[config.mk]
export PLATFORM = sky130hd
export DESIGN_NAME = adc_result_and_channel_select
export DESIGN_NICKNAME = d
export VERILOG_FILES = /design/src/rtl/adc_pkg.sv /design/src/rtl/adc_result_and_channel_select.sv /design/src/rtl/sar_core.sv
export VERILOG_INCLUDE_DIRS = /design/src /design/src/rtl
export SDC_FILE = /design/constraint.sdc
export NUM_CORES = 1
export LEC_CHECK = 0
export BUFFER_PORTS_ARGS = -buffer_cell sky130_fd_sc_hd__clkbuf_2
export CORE_UTILIZATION = 45
export DETAILED_ROUTE_END_ITERATION = 8
export HOLD_SLACK_MARGIN = 0.05
export MAX_ROUTING_LAYER = met4
export PLACE_DENSITY = 0.75
export SYNTH_ARGS = -nofsm -noshare
export SYNTH_HDL_FRONTEND = slang
export SYNTH_SLANG_ARGS = --single-unit
[constraint.sdc]
create_clock -name clk_in -period 4.6 [get_ports clk_in]
set_clock_uncertainty 0.05 [all_clocks]
set_input_delay 0.92 -clock clk_in [delete_from_list [all_inputs] [get_ports clk_in]]
set_output_delay 0.92 -clock clk_in [all_outputs]
set_load 0.01 [all_outputs]
[src/rtl/adc_defines.svh]
`ifndef ADC_DEFINES_SVH
`define ADC_DEFINES_SVH

// register indices; byte address is four times the index
`define IDX_RESULT_A_LOW   12'h134
`define IDX_RESULT_A_HIGH  12'h135
`define IDX_RESULT_B_LOW   12'h136
`define IDX_RESULT_B_HIGH  12'h137
`define IDX_MODE_CONTROL_0 12'h138
`define IDX_MODE_CONTROL_1 12'h139
`define IDX_IRQ_STATUS     12'h13A
`define IDX_IRQ_MASK       12'h13B
`define IDX_PORT_DATA      12'h13C

// mode control 0 fields
`define BIT_START          0
`define BIT_SCAN           1
`define BIT_BUSY           7
// mode control 1 fields
`define BIT_REF_ENABLE     7
`define BIT_REF_READY      6
`define CH_MSB             3
// result low fields
`define BIT_STORED         0
`define RES_LOW_MSB        7
// interrupt status fields
`define IRQ_DONE           0
`define IRQ_STORED         1
`define IRQ_W              2

// reset values
`define SCAN_RESET         1'b0
`define CH_RESET           4'h0
`define REF_RESET          1'b0
`define IRQ_MASK_RESET     2'h0

// converter geometry
`define STEPS              1024
`define RESULT_W           10
`define NUM_INPUTS         12
`define LAST_INPUT         4'hB
`define BIT_CYCLES         4'h2

// timing
`define CLK_PERIOD_NS      10
`define REF_SETTLE_US      3
`define REF_SETTLE_CYC     ((`REF_SETTLE_US * 1000 + `CLK_PERIOD_NS - 1) / `CLK_PERIOD_NS)

`endif

[src/rtl/adc_pkg.sv]
package adc_pkg;

  // outer sequencer states, gray along idle -> load -> wait
  typedef enum logic [1:0] {
    SEQ_IDLE = 2'b00,
    SEQ_LOAD = 2'b01,
    SEQ_WAIT = 2'b11
  } seq_state_t;

  // approximation core states
  typedef enum logic [1:0] {
    SAR_IDLE   = 2'b00,
    SAR_SAMPLE = 2'b01,
    SAR_TRIAL  = 2'b11
  } sar_state_t;

  // one result register pair
  typedef struct packed {
    logic [9:0] data;
    logic       stored;
  } result_pair_t;

  // latched ahb address phase
  typedef struct packed {
    logic        valid;
    logic        write;
    logic [11:0] index;
  } ahb_phase_t;

endpackage : adc_pkg

[src/rtl/adc_result_and_channel_select.sv]
`timescale 1ns/1ps
`include "adc_defines.svh"

// What this block does
// - ladder of 1024 steps compared with input gives a 10-bit result
// - writing 0 to reference enable opens the ladder switch
// - scan off: channel field picks one of twelve inputs, 0 to 11
// - scan on: channel field picks one of twelve scan sequences
// - reset clears scan and channel field, so input 0 is selected
// - pins not used as analog channels stay readable as plain inputs
// - result high holds result bits 9..2 in bits 7..0, read-only
// - writing 1 to start begins conversion and sets busy meanwhile
module adc_result_and_channel_select (
  // clock and reset
  input  wire logic                     clk_in,
  input  wire logic                     rst_n_in,
  // ahb-lite slave
  input  wire logic                     hsel_in,
  input  wire logic [31:0]              haddr_in,
  input  wire logic [1:0]               htrans_in,
  input  wire logic                     hwrite_in,
  input  wire logic [2:0]               hsize_in,
  input  wire logic [31:0]              hwdata_in,
  input  wire logic                     hready_in,
  output logic      [31:0]              hrdata_out,
  output logic                          hreadyout_out,
  output logic                          hresp_out,
  // analog front end
  input  wire logic                     comparator_in,
  output logic      [`RESULT_W-1:0]     dac_code_out,
  output logic                          sample_out,
  output logic      [3:0]               channel_out,
  output logic      [`NUM_INPUTS-1:0]   analog_select_out,
  output logic                          reference_enable_out,
  // shared pins read as plain inputs
  input  wire logic [`NUM_INPUTS-1:0]   port_pins_in,
  // interrupt
  output logic                          irq_out
);

  // true when an address hits the word of a register index
  function automatic logic reg_hit(input logic [11:0] idx, input logic [11:0] want);
    reg_hit = (idx == want);
  endfunction : reg_hit

  // channel field values above the last input fold onto the last input
  function automatic logic [3:0] chan_limit(input logic [3:0] ch);
    chan_limit = (ch > `LAST_INPUT) ? `LAST_INPUT : ch;
  endfunction : chan_limit

  // ------------------------------------------------------------------
  // bus phase capture
  adc_pkg::ahb_phase_t phase_q, phase_d;
  logic [31:0]         rdata_q, rdata_d;
  logic                addr_take;

  // control state
  logic                scan_q, scan_d;
  logic [3:0]          chan_q, chan_d;
  logic                ref_en_q, ref_en_d;
  logic [8:0]          ref_cnt_q, ref_cnt_d;
  logic [`IRQ_W-1:0]   irq_stat_q, irq_stat_d;
  logic [`IRQ_W-1:0]   irq_mask_q, irq_mask_d;

  // sequencer and results
  adc_pkg::seq_state_t  seq_q, seq_d;
  logic [3:0]           cur_ch_q, cur_ch_d;
  logic                 slot_b_q, slot_b_d;
  logic                 busy_q, busy_d;
  adc_pkg::result_pair_t res_a_q, res_a_d, res_b_q, res_b_d;

  // core hookup
  logic                 core_start;
  logic                 core_done;
  logic [`RESULT_W-1:0] core_result;

  // decoded strobes
  logic                 wr_mode0, wr_mode1, wr_stat, wr_mask;
  logic                 rd_low_a, rd_low_b;
  logic                 start_wr;
  logic                 seq_done;
  logic [3:0]           last_ch;
  logic [`NUM_INPUTS-1:0] sel_mask;

  // an address phase is taken only while the bus is ready
  assign addr_take = hsel_in && htrans_in[1] && hready_in;

  // writes land in the data phase when hwdata is valid
  assign wr_mode0 = phase_q.valid && phase_q.write
                    && reg_hit(phase_q.index, `IDX_MODE_CONTROL_0);
  assign wr_mode1 = phase_q.valid && phase_q.write
                    && reg_hit(phase_q.index, `IDX_MODE_CONTROL_1);
  assign wr_stat  = phase_q.valid && phase_q.write
                    && reg_hit(phase_q.index, `IDX_IRQ_STATUS);
  assign wr_mask  = phase_q.valid && phase_q.write
                    && reg_hit(phase_q.index, `IDX_IRQ_MASK);
  // reads act at the address phase, where the read data is latched
  assign rd_low_a = addr_take && !hwrite_in
                    && reg_hit(haddr_in[13:2], `IDX_RESULT_A_LOW);
  assign rd_low_b = addr_take && !hwrite_in
                    && reg_hit(haddr_in[13:2], `IDX_RESULT_B_LOW);
  // a start request while busy is ignored; the running pass finishes
  assign start_wr = wr_mode0 && hwdata_in[`BIT_START] && !busy_q;

  // ------------------------------------------------------------------
  // read mux, registered so hrdata comes from a flop; zero wait states
  always_comb begin
    rdata_d = 32'h0000_0000;
    phase_d = '0;
    if (addr_take) begin
      phase_d.valid = 1'b1;
      phase_d.write = hwrite_in;
      phase_d.index = haddr_in[13:2];
      if (!hwrite_in) begin
        if (reg_hit(haddr_in[13:2], `IDX_RESULT_A_LOW)) begin
          rdata_d[7:6]         = res_a_q.data[1:0];
          rdata_d[`BIT_STORED] = res_a_q.stored;
        end else if (reg_hit(haddr_in[13:2], `IDX_RESULT_A_HIGH)) begin
          rdata_d[7:0] = res_a_q.data[9:2];
        end else if (reg_hit(haddr_in[13:2], `IDX_RESULT_B_LOW)) begin
          rdata_d[7:6]         = res_b_q.data[1:0];
          rdata_d[`BIT_STORED] = res_b_q.stored;
        end else if (reg_hit(haddr_in[13:2], `IDX_RESULT_B_HIGH)) begin
          rdata_d[7:0] = res_b_q.data[9:2];
        end else if (reg_hit(haddr_in[13:2], `IDX_MODE_CONTROL_0)) begin
          rdata_d[`BIT_SCAN] = scan_q;
          rdata_d[`BIT_BUSY] = busy_q;
        end else if (reg_hit(haddr_in[13:2], `IDX_MODE_CONTROL_1)) begin
          rdata_d[`CH_MSB:0]       = chan_q;
          rdata_d[`BIT_REF_READY]  = ref_en_q && (ref_cnt_q == 9'h000);
          rdata_d[`BIT_REF_ENABLE] = ref_en_q;
        end else if (reg_hit(haddr_in[13:2], `IDX_IRQ_STATUS)) begin
          rdata_d[`IRQ_W-1:0] = irq_stat_q;
        end else if (reg_hit(haddr_in[13:2], `IDX_IRQ_MASK)) begin
          rdata_d[`IRQ_W-1:0] = irq_mask_q;
        end else if (reg_hit(haddr_in[13:2], `IDX_PORT_DATA)) begin
          // analog-selected pins read zero, the rest are plain inputs
          rdata_d[`NUM_INPUTS-1:0] = port_pins_in & ~sel_mask;
        end
      end
    end
  end

  always_ff @(posedge clk_in) begin
    if (!rst_n_in) begin
      phase_q <= '0;
      rdata_q <= 32'h0000_0000;
    end else begin
      phase_q <= phase_d;
      rdata_q <= rdata_d;
    end
  end

  assign hrdata_out    = rdata_q;
  assign hreadyout_out = 1'b1;  // never stretches a transfer
  assign hresp_out     = 1'b0;  // always okay, unmapped words read zero

  // ------------------------------------------------------------------
  // control registers and reference settle counter
  always_comb begin
    scan_d     = scan_q;
    chan_d     = chan_q;
    ref_en_d   = ref_en_q;
    ref_cnt_d  = ref_cnt_q;
    irq_mask_d = irq_mask_q;
    if (wr_mode0) begin
      scan_d = hwdata_in[`BIT_SCAN];
    end
    if (wr_mode1) begin
      chan_d   = hwdata_in[`CH_MSB:0];
      ref_en_d = hwdata_in[`BIT_REF_ENABLE];  // a 0 opens the ladder switch
    end
    // ready bit only tells software the settle time is over; start is not
    // blocked, since waiting is the caller's duty
    if (!ref_en_q) begin
      ref_cnt_d = 9'(`REF_SETTLE_CYC);
    end else if (ref_cnt_q != 9'h000) begin
      ref_cnt_d = ref_cnt_q - 9'h001;
    end
    if (wr_mask) begin
      irq_mask_d = hwdata_in[`IRQ_W-1:0];
    end
  end

  always_ff @(posedge clk_in) begin
    if (!rst_n_in) begin
      scan_q     <= `SCAN_RESET;
      chan_q     <= `CH_RESET;
      ref_en_q   <= `REF_RESET;
      ref_cnt_q  <= 9'(`REF_SETTLE_CYC);
      irq_mask_q <= `IRQ_MASK_RESET;
    end else begin
      scan_q     <= scan_d;
      chan_q     <= chan_d;
      ref_en_q   <= ref_en_d;
      ref_cnt_q  <= ref_cnt_d;
      irq_mask_q <= irq_mask_d;
    end
  end

  assign reference_enable_out = ref_en_q;

  // ------------------------------------------------------------------
  // channel selection: one pin when fixed, inputs 0..field when scanning
  assign last_ch = chan_limit(chan_q);
  always_comb begin
    sel_mask = '0;
    for (int i = 0; i < `NUM_INPUTS; i++) begin
      if (scan_q) begin
        sel_mask[i] = (4'(i) <= last_ch);
      end else begin
        sel_mask[i] = (4'(i) == last_ch);
      end
    end
  end

  assign analog_select_out = sel_mask;
  assign channel_out       = busy_q ? cur_ch_q : last_ch;

  // ------------------------------------------------------------------
  // conversion sequencer; results alternate between pair a and pair b
  always_comb begin
    seq_d      = seq_q;
    cur_ch_d   = cur_ch_q;
    slot_b_d   = slot_b_q;
    busy_d     = busy_q;
    res_a_d    = res_a_q;
    res_b_d    = res_b_q;
    core_start = 1'b0;
    seq_done   = 1'b0;
    // reading a low register consumes its stored flag
    if (rd_low_a) begin
      res_a_d.stored = 1'b0;
    end
    if (rd_low_b) begin
      res_b_d.stored = 1'b0;
    end
    case (seq_q)
      adc_pkg::SEQ_IDLE: begin
        if (start_wr) begin
          busy_d   = 1'b1;
          // scan bit written with start takes effect now; scan starts at input 0
          cur_ch_d = hwdata_in[`BIT_SCAN] ? 4'h0 : last_ch;
          slot_b_d = 1'b0;
          seq_d    = adc_pkg::SEQ_LOAD;
        end
      end
      adc_pkg::SEQ_LOAD: begin
        core_start = 1'b1;
        seq_d      = adc_pkg::SEQ_WAIT;
      end
      adc_pkg::SEQ_WAIT: begin
        if (core_done) begin
          // a new result sets the flag even if a read clears it this cycle
          if (slot_b_q) begin
            res_b_d.data   = core_result;
            res_b_d.stored = 1'b1;
          end else begin
            res_a_d.data   = core_result;
            res_a_d.stored = 1'b1;
          end
          slot_b_d = !slot_b_q;
          if (scan_q && (cur_ch_q < last_ch)) begin
            cur_ch_d = cur_ch_q + 4'h1;
            seq_d    = adc_pkg::SEQ_LOAD;
          end else begin
            busy_d   = 1'b0;
            seq_done = 1'b1;
            seq_d    = adc_pkg::SEQ_IDLE;
          end
        end
      end
      default: seq_d = adc_pkg::SEQ_IDLE;
    endcase
  end

  always_ff @(posedge clk_in) begin
    if (!rst_n_in) begin
      seq_q          <= adc_pkg::SEQ_IDLE;
      cur_ch_q       <= 4'h0;
      slot_b_q       <= 1'b0;
      busy_q         <= 1'b0;
      res_a_q.stored <= 1'b0;
      res_b_q.stored <= 1'b0;
    end else begin
      seq_q          <= seq_d;
      cur_ch_q       <= cur_ch_d;
      slot_b_q       <= slot_b_d;
      busy_q         <= busy_d;
      res_a_q.stored <= res_a_d.stored;
      res_b_q.stored <= res_b_d.stored;
    end
  end

  // result data has no reset value
  always_ff @(posedge clk_in) begin
    res_a_q.data <= res_a_d.data;
    res_b_q.data <= res_b_d.data;
  end

  // ------------------------------------------------------------------
  // interrupts: sticky, write one to clear, a new event wins over the clear
  always_comb begin
    irq_stat_d = irq_stat_q;
    if (wr_stat) begin
      irq_stat_d = irq_stat_q & ~hwdata_in[`IRQ_W-1:0];
    end
    if (seq_done) begin
      irq_stat_d[`IRQ_DONE] = 1'b1;
    end
    if (core_done) begin
      irq_stat_d[`IRQ_STORED] = 1'b1;
    end
  end

  always_ff @(posedge clk_in) begin
    if (!rst_n_in) begin
      irq_stat_q <= '0;
    end else begin
      irq_stat_q <= irq_stat_d;
    end
  end

  assign irq_out = |(irq_stat_q & irq_mask_q);

  // ------------------------------------------------------------------
  // successive approximation core, 1024-step ladder search
  sar_core u_sar_core (
    .clk_in        (clk_in),
    .rst_n_in      (rst_n_in),
    .start_in      (core_start),
    .done_out      (core_done),
    .result_out    (core_result),
    .comparator_in (comparator_in),
    .dac_code_out  (dac_code_out),
    .sample_out    (sample_out)
  );

endmodule : adc_result_and_channel_select

[src/rtl/sar_core.sv]
`timescale 1ns/1ps
`include "adc_defines.svh"

module sar_core (
  // clock and reset
  input  wire logic                   clk_in,
  input  wire logic                   rst_n_in,
  // control
  input  wire logic                   start_in,
  output logic                        done_out,
  output logic [`RESULT_W-1:0]        result_out,
  // analog side
  input  wire logic                   comparator_in,
  output logic [`RESULT_W-1:0]        dac_code_out,
  output logic                        sample_out
);

  adc_pkg::sar_state_t  state_q, state_d;
  logic [`RESULT_W-1:0] code_q, code_d;
  logic [3:0]           bit_q, bit_d;
  logic [3:0]           wait_q, wait_d;
  logic                 done_q, done_d;

  // binary search over the ladder, msb first, one bit per trial
  always_comb begin
    state_d = state_q;
    code_d  = code_q;
    bit_d   = bit_q;
    wait_d  = wait_q;
    done_d  = 1'b0;
    case (state_q)
      adc_pkg::SAR_IDLE: begin
        if (start_in) begin
          state_d = adc_pkg::SAR_SAMPLE;
          wait_d  = `BIT_CYCLES;
        end
      end
      adc_pkg::SAR_SAMPLE: begin
        wait_d = wait_q - 4'h1;
        if (wait_q == 4'h1) begin
          state_d = adc_pkg::SAR_TRIAL;
          bit_d   = 4'(`RESULT_W - 1);
          code_d  = {1'b1, {(`RESULT_W-1){1'b0}}};  // first trial at half scale
          wait_d  = `BIT_CYCLES;
        end
      end
      adc_pkg::SAR_TRIAL: begin
        wait_d = wait_q - 4'h1;
        if (wait_q == 4'h1) begin
          // comparator high: input at or above this step, keep the bit
          if (!comparator_in) begin
            code_d[bit_q] = 1'b0;
          end
          wait_d = `BIT_CYCLES;
          if (bit_q == 4'h0) begin
            state_d = adc_pkg::SAR_IDLE;
            done_d  = 1'b1;
          end else begin
            bit_d           = bit_q - 4'h1;
            code_d[bit_d]   = 1'b1;  // next trial bit on
          end
        end
      end
      default: state_d = adc_pkg::SAR_IDLE;
    endcase
  end

  always_ff @(posedge clk_in) begin
    if (!rst_n_in) begin
      state_q <= adc_pkg::SAR_IDLE;
      code_q  <= '0;
      bit_q   <= 4'h0;
      wait_q  <= 4'h0;
      done_q  <= 1'b0;
    end else begin
      state_q <= state_d;
      code_q  <= code_d;
      bit_q   <= bit_d;
      wait_q  <= wait_d;
      done_q  <= done_d;
    end
  end

  // code holds the final result once done pulses
  assign done_out     = done_q;
  assign result_out   = code_q;
  assign dac_code_out = code_q;
  assign sample_out   = (state_q == adc_pkg::SAR_SAMPLE);

endmodule : sar_core

# == Word-level counts from Yosys, hierarchy flattened ==
# Index checks and enable logic that the tools add are counted.
# totals
register_bits,116
inputBits,87
out_inout_bits,63
elab_cells,246
# op_classes
n_addsub,4
order_cmp,18
eq_ne,38
mux,100
bitwise_logic,11
n_reduce_logical,48
# op_table
op,n
$mux 10,16
$eq 12x9->1 const B,13
$mux 12,4
$mux 4,12
$mux 1,40
$mux 2,13
$pmux 4 s2,3
$pmux 10 s2,1
$eq 3x4->1 const A,4
$eq 4x4->1 const A,4
$le 3x4->1 const A,4
$le 4x4->1 const A,4
$logic_and 1x1->1,16
$mux 8,2
$reduce_and 4->1,4
$reduce_and 3->1,5
$mux 14,1
$and 12x12->12,1
$not 12->12,1
$pmux 2 s3,2
$and 10x10->10,1
$lt 4x5->1 const B,2
$mux 5,2
$ne 2x2->1 const B,5
other kinds (32),59

# == Longest topological paths before layout ==
# depth
word_depth,26
ltp_mapped,10
mapped_depth_nobuf,10

# == By module ==
# From an unflattened synthesis, not the netlist that was laid out.
# unflattened
cells_unflattened,545
hier_area_um2,4964.8
# by_module_without_submodules
module,n_inst,cells_per_inst,area_per_inst_um2,seq_area_each_um2
adc_result_and_channel_select,1,382,3657.3,1701.6
sar_core,1,163,1307.5,420.4

# == Worst setup path before layout ==
# Ideal clock, no wire load.
# synth_path
path_type,input -> register
start,input port rst_n_in
end,register rdata_q[2] (netlist: hrdata_out[2])
arrival_time_ps,2461
setup_slack_ps,2029
stages,8
cell_sequence,clkbuf_1 -> inv_2 -> or3_1 -> clkbuf_1 -> or2_1 -> clkbuf_1 -> nor3_1 -> a221o_1
# synth_between
elab_chain_cells,2
# synth_lines
item,line_no,text
"start, declared",adc_result_and_channel_select.sv:16,"input wire logic rst_n_in,"
$not 1->1 (no source line),n/a,
$reduce_or 4->1 (no source line),n/a,
"end signal, assigned",adc_result_and_channel_select.sv:150,rdata_q <= rdata_d;
"end, declared",adc_result_and_channel_select.sv:54,"logic [31:0] rdata_q, rdata_d;"
# No other way between the ends.
# A chain may end at the register's enable or synchronous reset.

# == Worst setup path after layout ==
# layout_path
start,input port haddr_in[9]
end,register rdata_q[1] (netlist: hrdata_out[1])
# layout_between
elab_chain_cells,12
elab_cells_between_ends,21
cone_classes,eq/ne: 9; mux: 11; reduce/logical: 1
# layout_lines
item,line_no,text
"start, declared",adc_result_and_channel_select.sv:19,"input wire logic [31:0] haddr_in,"
$eq 12x9->1,adc_result_and_channel_select.sv:43,reg_hit = (idx == want);
$mux 12,adc_result_and_channel_select.sv:136,"end else if (reg_hit(haddr_in[13:2], `IDX_PORT_DATA)) begin"
$mux 12,adc_result_and_channel_select.sv:115,"if (reg_hit(haddr_in[13:2], `IDX_RESULT_A_LOW)) begin"
$mux 12,adc_result_and_channel_select.sv:114,if (!hwrite_in) begin
$mux 12,adc_result_and_channel_select.sv:110,if (addr_take) begin
$mux 2,adc_result_and_channel_select.sv:134,"end else if (reg_hit(haddr_in[13:2], `IDX_IRQ_MASK)) begin"
$mux 2,adc_result_and_channel_select.sv:132,"end else if (reg_hit(haddr_in[13:2], `IDX_IRQ_STATUS)) begin"
$mux 4,adc_result_and_channel_select.sv:128,"end else if (reg_hit(haddr_in[13:2], `IDX_MODE_CONTROL_1)) begin"
$mux 1,adc_result_and_channel_select.sv:125,"end else if (reg_hit(haddr_in[13:2], `IDX_MODE_CONTROL_0)) begin"
$mux 8,adc_result_and_channel_select.sv:123,"end else if (reg_hit(haddr_in[13:2], `IDX_RESULT_B_HIGH)) begin"
$mux 5,adc_result_and_channel_select.sv:120,"end else if (reg_hit(haddr_in[13:2], `IDX_RESULT_B_LOW)) begin"
$mux 8,adc_result_and_channel_select.sv:118,"end else if (reg_hit(haddr_in[13:2], `IDX_RESULT_A_HIGH)) begin"
# Several ways; a longest one is shown, not always the timed one. The select of a mux whose other input is x is not followed.

==> results.ini <==
[status]
status=finished, final reports clean

[power]
p_clk_share_pct=36.8
ir_drop_mv=0.151
p_per_area_nw_per_um2=274
p_leak_nw=2.03
seqPwrFrac_pct=59.5
sw_frac_of_total_pct=25.0
switchingPower_mw=0.360
combPwrFrac_pct=3.7
p_int_mw=1.08
p_total_mw=1.44

[timing]
drv_slew=0
finalHoldViolCount=0
setup_tns_ns=0
worst_pin_slew_ns=0.901
grt_setup_unrepaired=false
period_minus_slack_ns=3.09
setup_ws_ns=1.51
fin_crit_sh_pct=67.2
whs_ns=0.421
maxSlewHeadroom_pct=39.7
timing.fmax_ghz=0.324
setup_viol=0

[worst_hold_path]
hold_class=flip-flop to flip-flop
hold_start=res_a_q[7]
hold_depth=2

[global_routing]
antenna_found_initial=0
grt_usage_pct=21.4
grt_pass1_vias=3772
grt_pass1_wl_um=18200
grt_max_degree=35
overflow=0

[clock_tree]
cts.sinks=96
postCtsSetupBuffers=0
clockBufferDepth=2
cts_buffers=9
cts-root-buf=clkbuf_8
clk_latency_ns=0.38
ctsHoldBuffers=0
tritoncts=yes
post_cts_resized=0
clk_pin_slew_worst_paths_ns=0.10
htree_num_levels=3

[critical_path]
critPathKind=primary input to flip-flop
critPathBufInv=1
arrival_ns=3.29
slowest_stage=nor4bb_1
critical_path_peak_fanout=11
r2r_start=chan_q[2]
worstPathRequired_ns=4.80
cp.depth=6
r2r_cells=10
cp-end-kind=flip-flop
cp_top_family=simple AND/OR/NAND/NOR gates
cp-start-kind=primary input
cpPeakStageDelay_ns=0.64
crit_start=haddr_in[9]
path_cells=clkbuf_2, nor4bb_1, nand4b_1, nor2_1, a311oi_1, o41ai_1

[die]
ios=150
die-area_um2=11000
initial_core_util_pct=46.2
die_h_um=105
core_area_um2=10300
die_w_um=105
rows=37

[placement]
hpwl_um=8120
globalplace.congestion=0.891
placed_cell_area_um2=5070
dp.cells=715
dp_slack_ns=1.28
port_buffers=76

[routing]
viasPerCell=5.46
wl_um=11000
first_pass_iters=4
post-route-drc-count=0
wl_per_cell_um=15.1
ant_nets=0
dr_total_vias=3993
drt_iter0_drc=236

[logic_synthesis]
synthArstFlopShare_pct=0
ys_seq_area_share_pct=44.7
synth_edf_count=20
syn_inst=539
yosysUniqueCellTypes=67
syn_area_per_cell_um2=8.81
ys_seq_elements=96
yosysWarnings=0
syn_area_um2=4750
ys.flop_type=dfxtp_1

[flow_run]
max-cap-violations=0

[cells_and_area]
drive_above_1_share_pct=17.8
final_cell_mix=76 x dfxtp_1, 76 x clkbuf_2, 51 x nor2_1, 46 x a21oi_1, 44 x nand2_1
area_growth_pct=10.6
n_antenna_cell=0
nNetsFinal=689
final_core_util_pct=51.1
final_cells=731
stdcell_area_um2=5260

## worst paths after layout
| path | to | slack (ns) |
|---|---|---|
| worst min register to register | hrdata_out[4] | 0.42 |
| worst min-delay path | hrdata_out[4] | 0.42 |
| worst max-delay path | hrdata_out[1] | 1.51 |
| worst max register to register | cur_ch_q[0] | 1.82 |
## state kept, by name, indices dropped and copies added (netlist names)
name                     cells
hrdata_out                  12
busy_q                       1
u_sar_core.wait_q            4
scan_q                       1
reference_enable_out         1
seq_q                        2
u_sar_core.bit_q             4
res_a_q                     11
chan_q                       4
u_sar_core.done_out          1
phase_q                     14
irq_mask_q                   2
cur_ch_q                     4
slot_b_q                     1
u_sar_core.dac_code_out     10
res_b_q                     11
ref_cnt_q                    9
u_sar_core.state_q           2
irq_stat_q                   2
## metal layers
metal,global-route usage (%),up-vias,share of wire [%]
met4,9.36,0,2.4
li1,-,1976,-
met5,-,-,0
met3,2.93,23,5.4
met1,27.0,1852,45
met2,34.2,142,47
## power groups by stage
stage,sequential (mW),combinational [mW],clock (mW)
after detailed placement,0.877,0.0531,0
after CTS,0.858,0.0534,0.545
after global placement,0.877,0.0521,0
after floorplan,0.877,0.0445,0
final,0.858,0.0540,0.531
after global routing,0.858,0.0590,0.580
## cell families after synthesis
group	count (synthesis)	synth area share, %
AOI/OAI and AO/OA	117	14.9
xor gates and xnor gates	9	1.66
adders and majority gates	12	3.16
buffers and inverters	75	7.85
DFF	96	44.7
muxes	16	3.71
other	2	0.158
and+or+nand+nor	212	23.9
## layout make-up
type | count | area [um^2]
fill | 945 | 5020
multi-input combinational | 388 | 2330
sequential | 96 | 2120
timing repair buffer | 76 | 380
tap | 136 | 170
clock buffer | 9 | 124
inverter | 19 | 71.3
clock inverter | 7 | 57.6
## Yosys cell counts, types with 3 or more instances
library cell,count,area (um^2)
xor2_1,3,26.3
or2_1,3,18.8
a21oi_1,46,230
nor4b_1,4,35.0
inv_2,3,11.3
clkbuf_1,30,113
o21ai_0,15,75.1
nand3_1,17,85.1
a211oi_1,6,45.0
nor4_1,3,18.8
ha_1,12,150
nor2b_1,7,43.8
nand4b_1,7,61.3
nor3b_1,4,30.0
or3_1,3,18.8
buf_4,22,165
nor3_1,19,95.1
xnor2_1,6,52.6
inv_1,16,60.1
a22oi_1,3,22.5
mux2i_1,12,120
nand2_1,44,165
nor2_1,51,191
and2_1,17,106
a31oi_1,6,37.5
o31ai_1,3,22.5
o21ai_1,15,75.1
o2111ai_1,3,26.3
nand2b_1,12,75.1
dfxtp_1,76,1520
nand4_1,3,18.8
mux2_2,3,33.8
edfxtp_1,20,601
## tightest hold or removal path: cells and delay by family (launching register included)
family | cells | cell delay [ns]
AO/OA/AOI/OAI | 1 | 0.06
AND/OR/NAND/NOR | 1 | 0.05
flip-flops | 1 | 0.34
(Power assumes the default switching activity.)
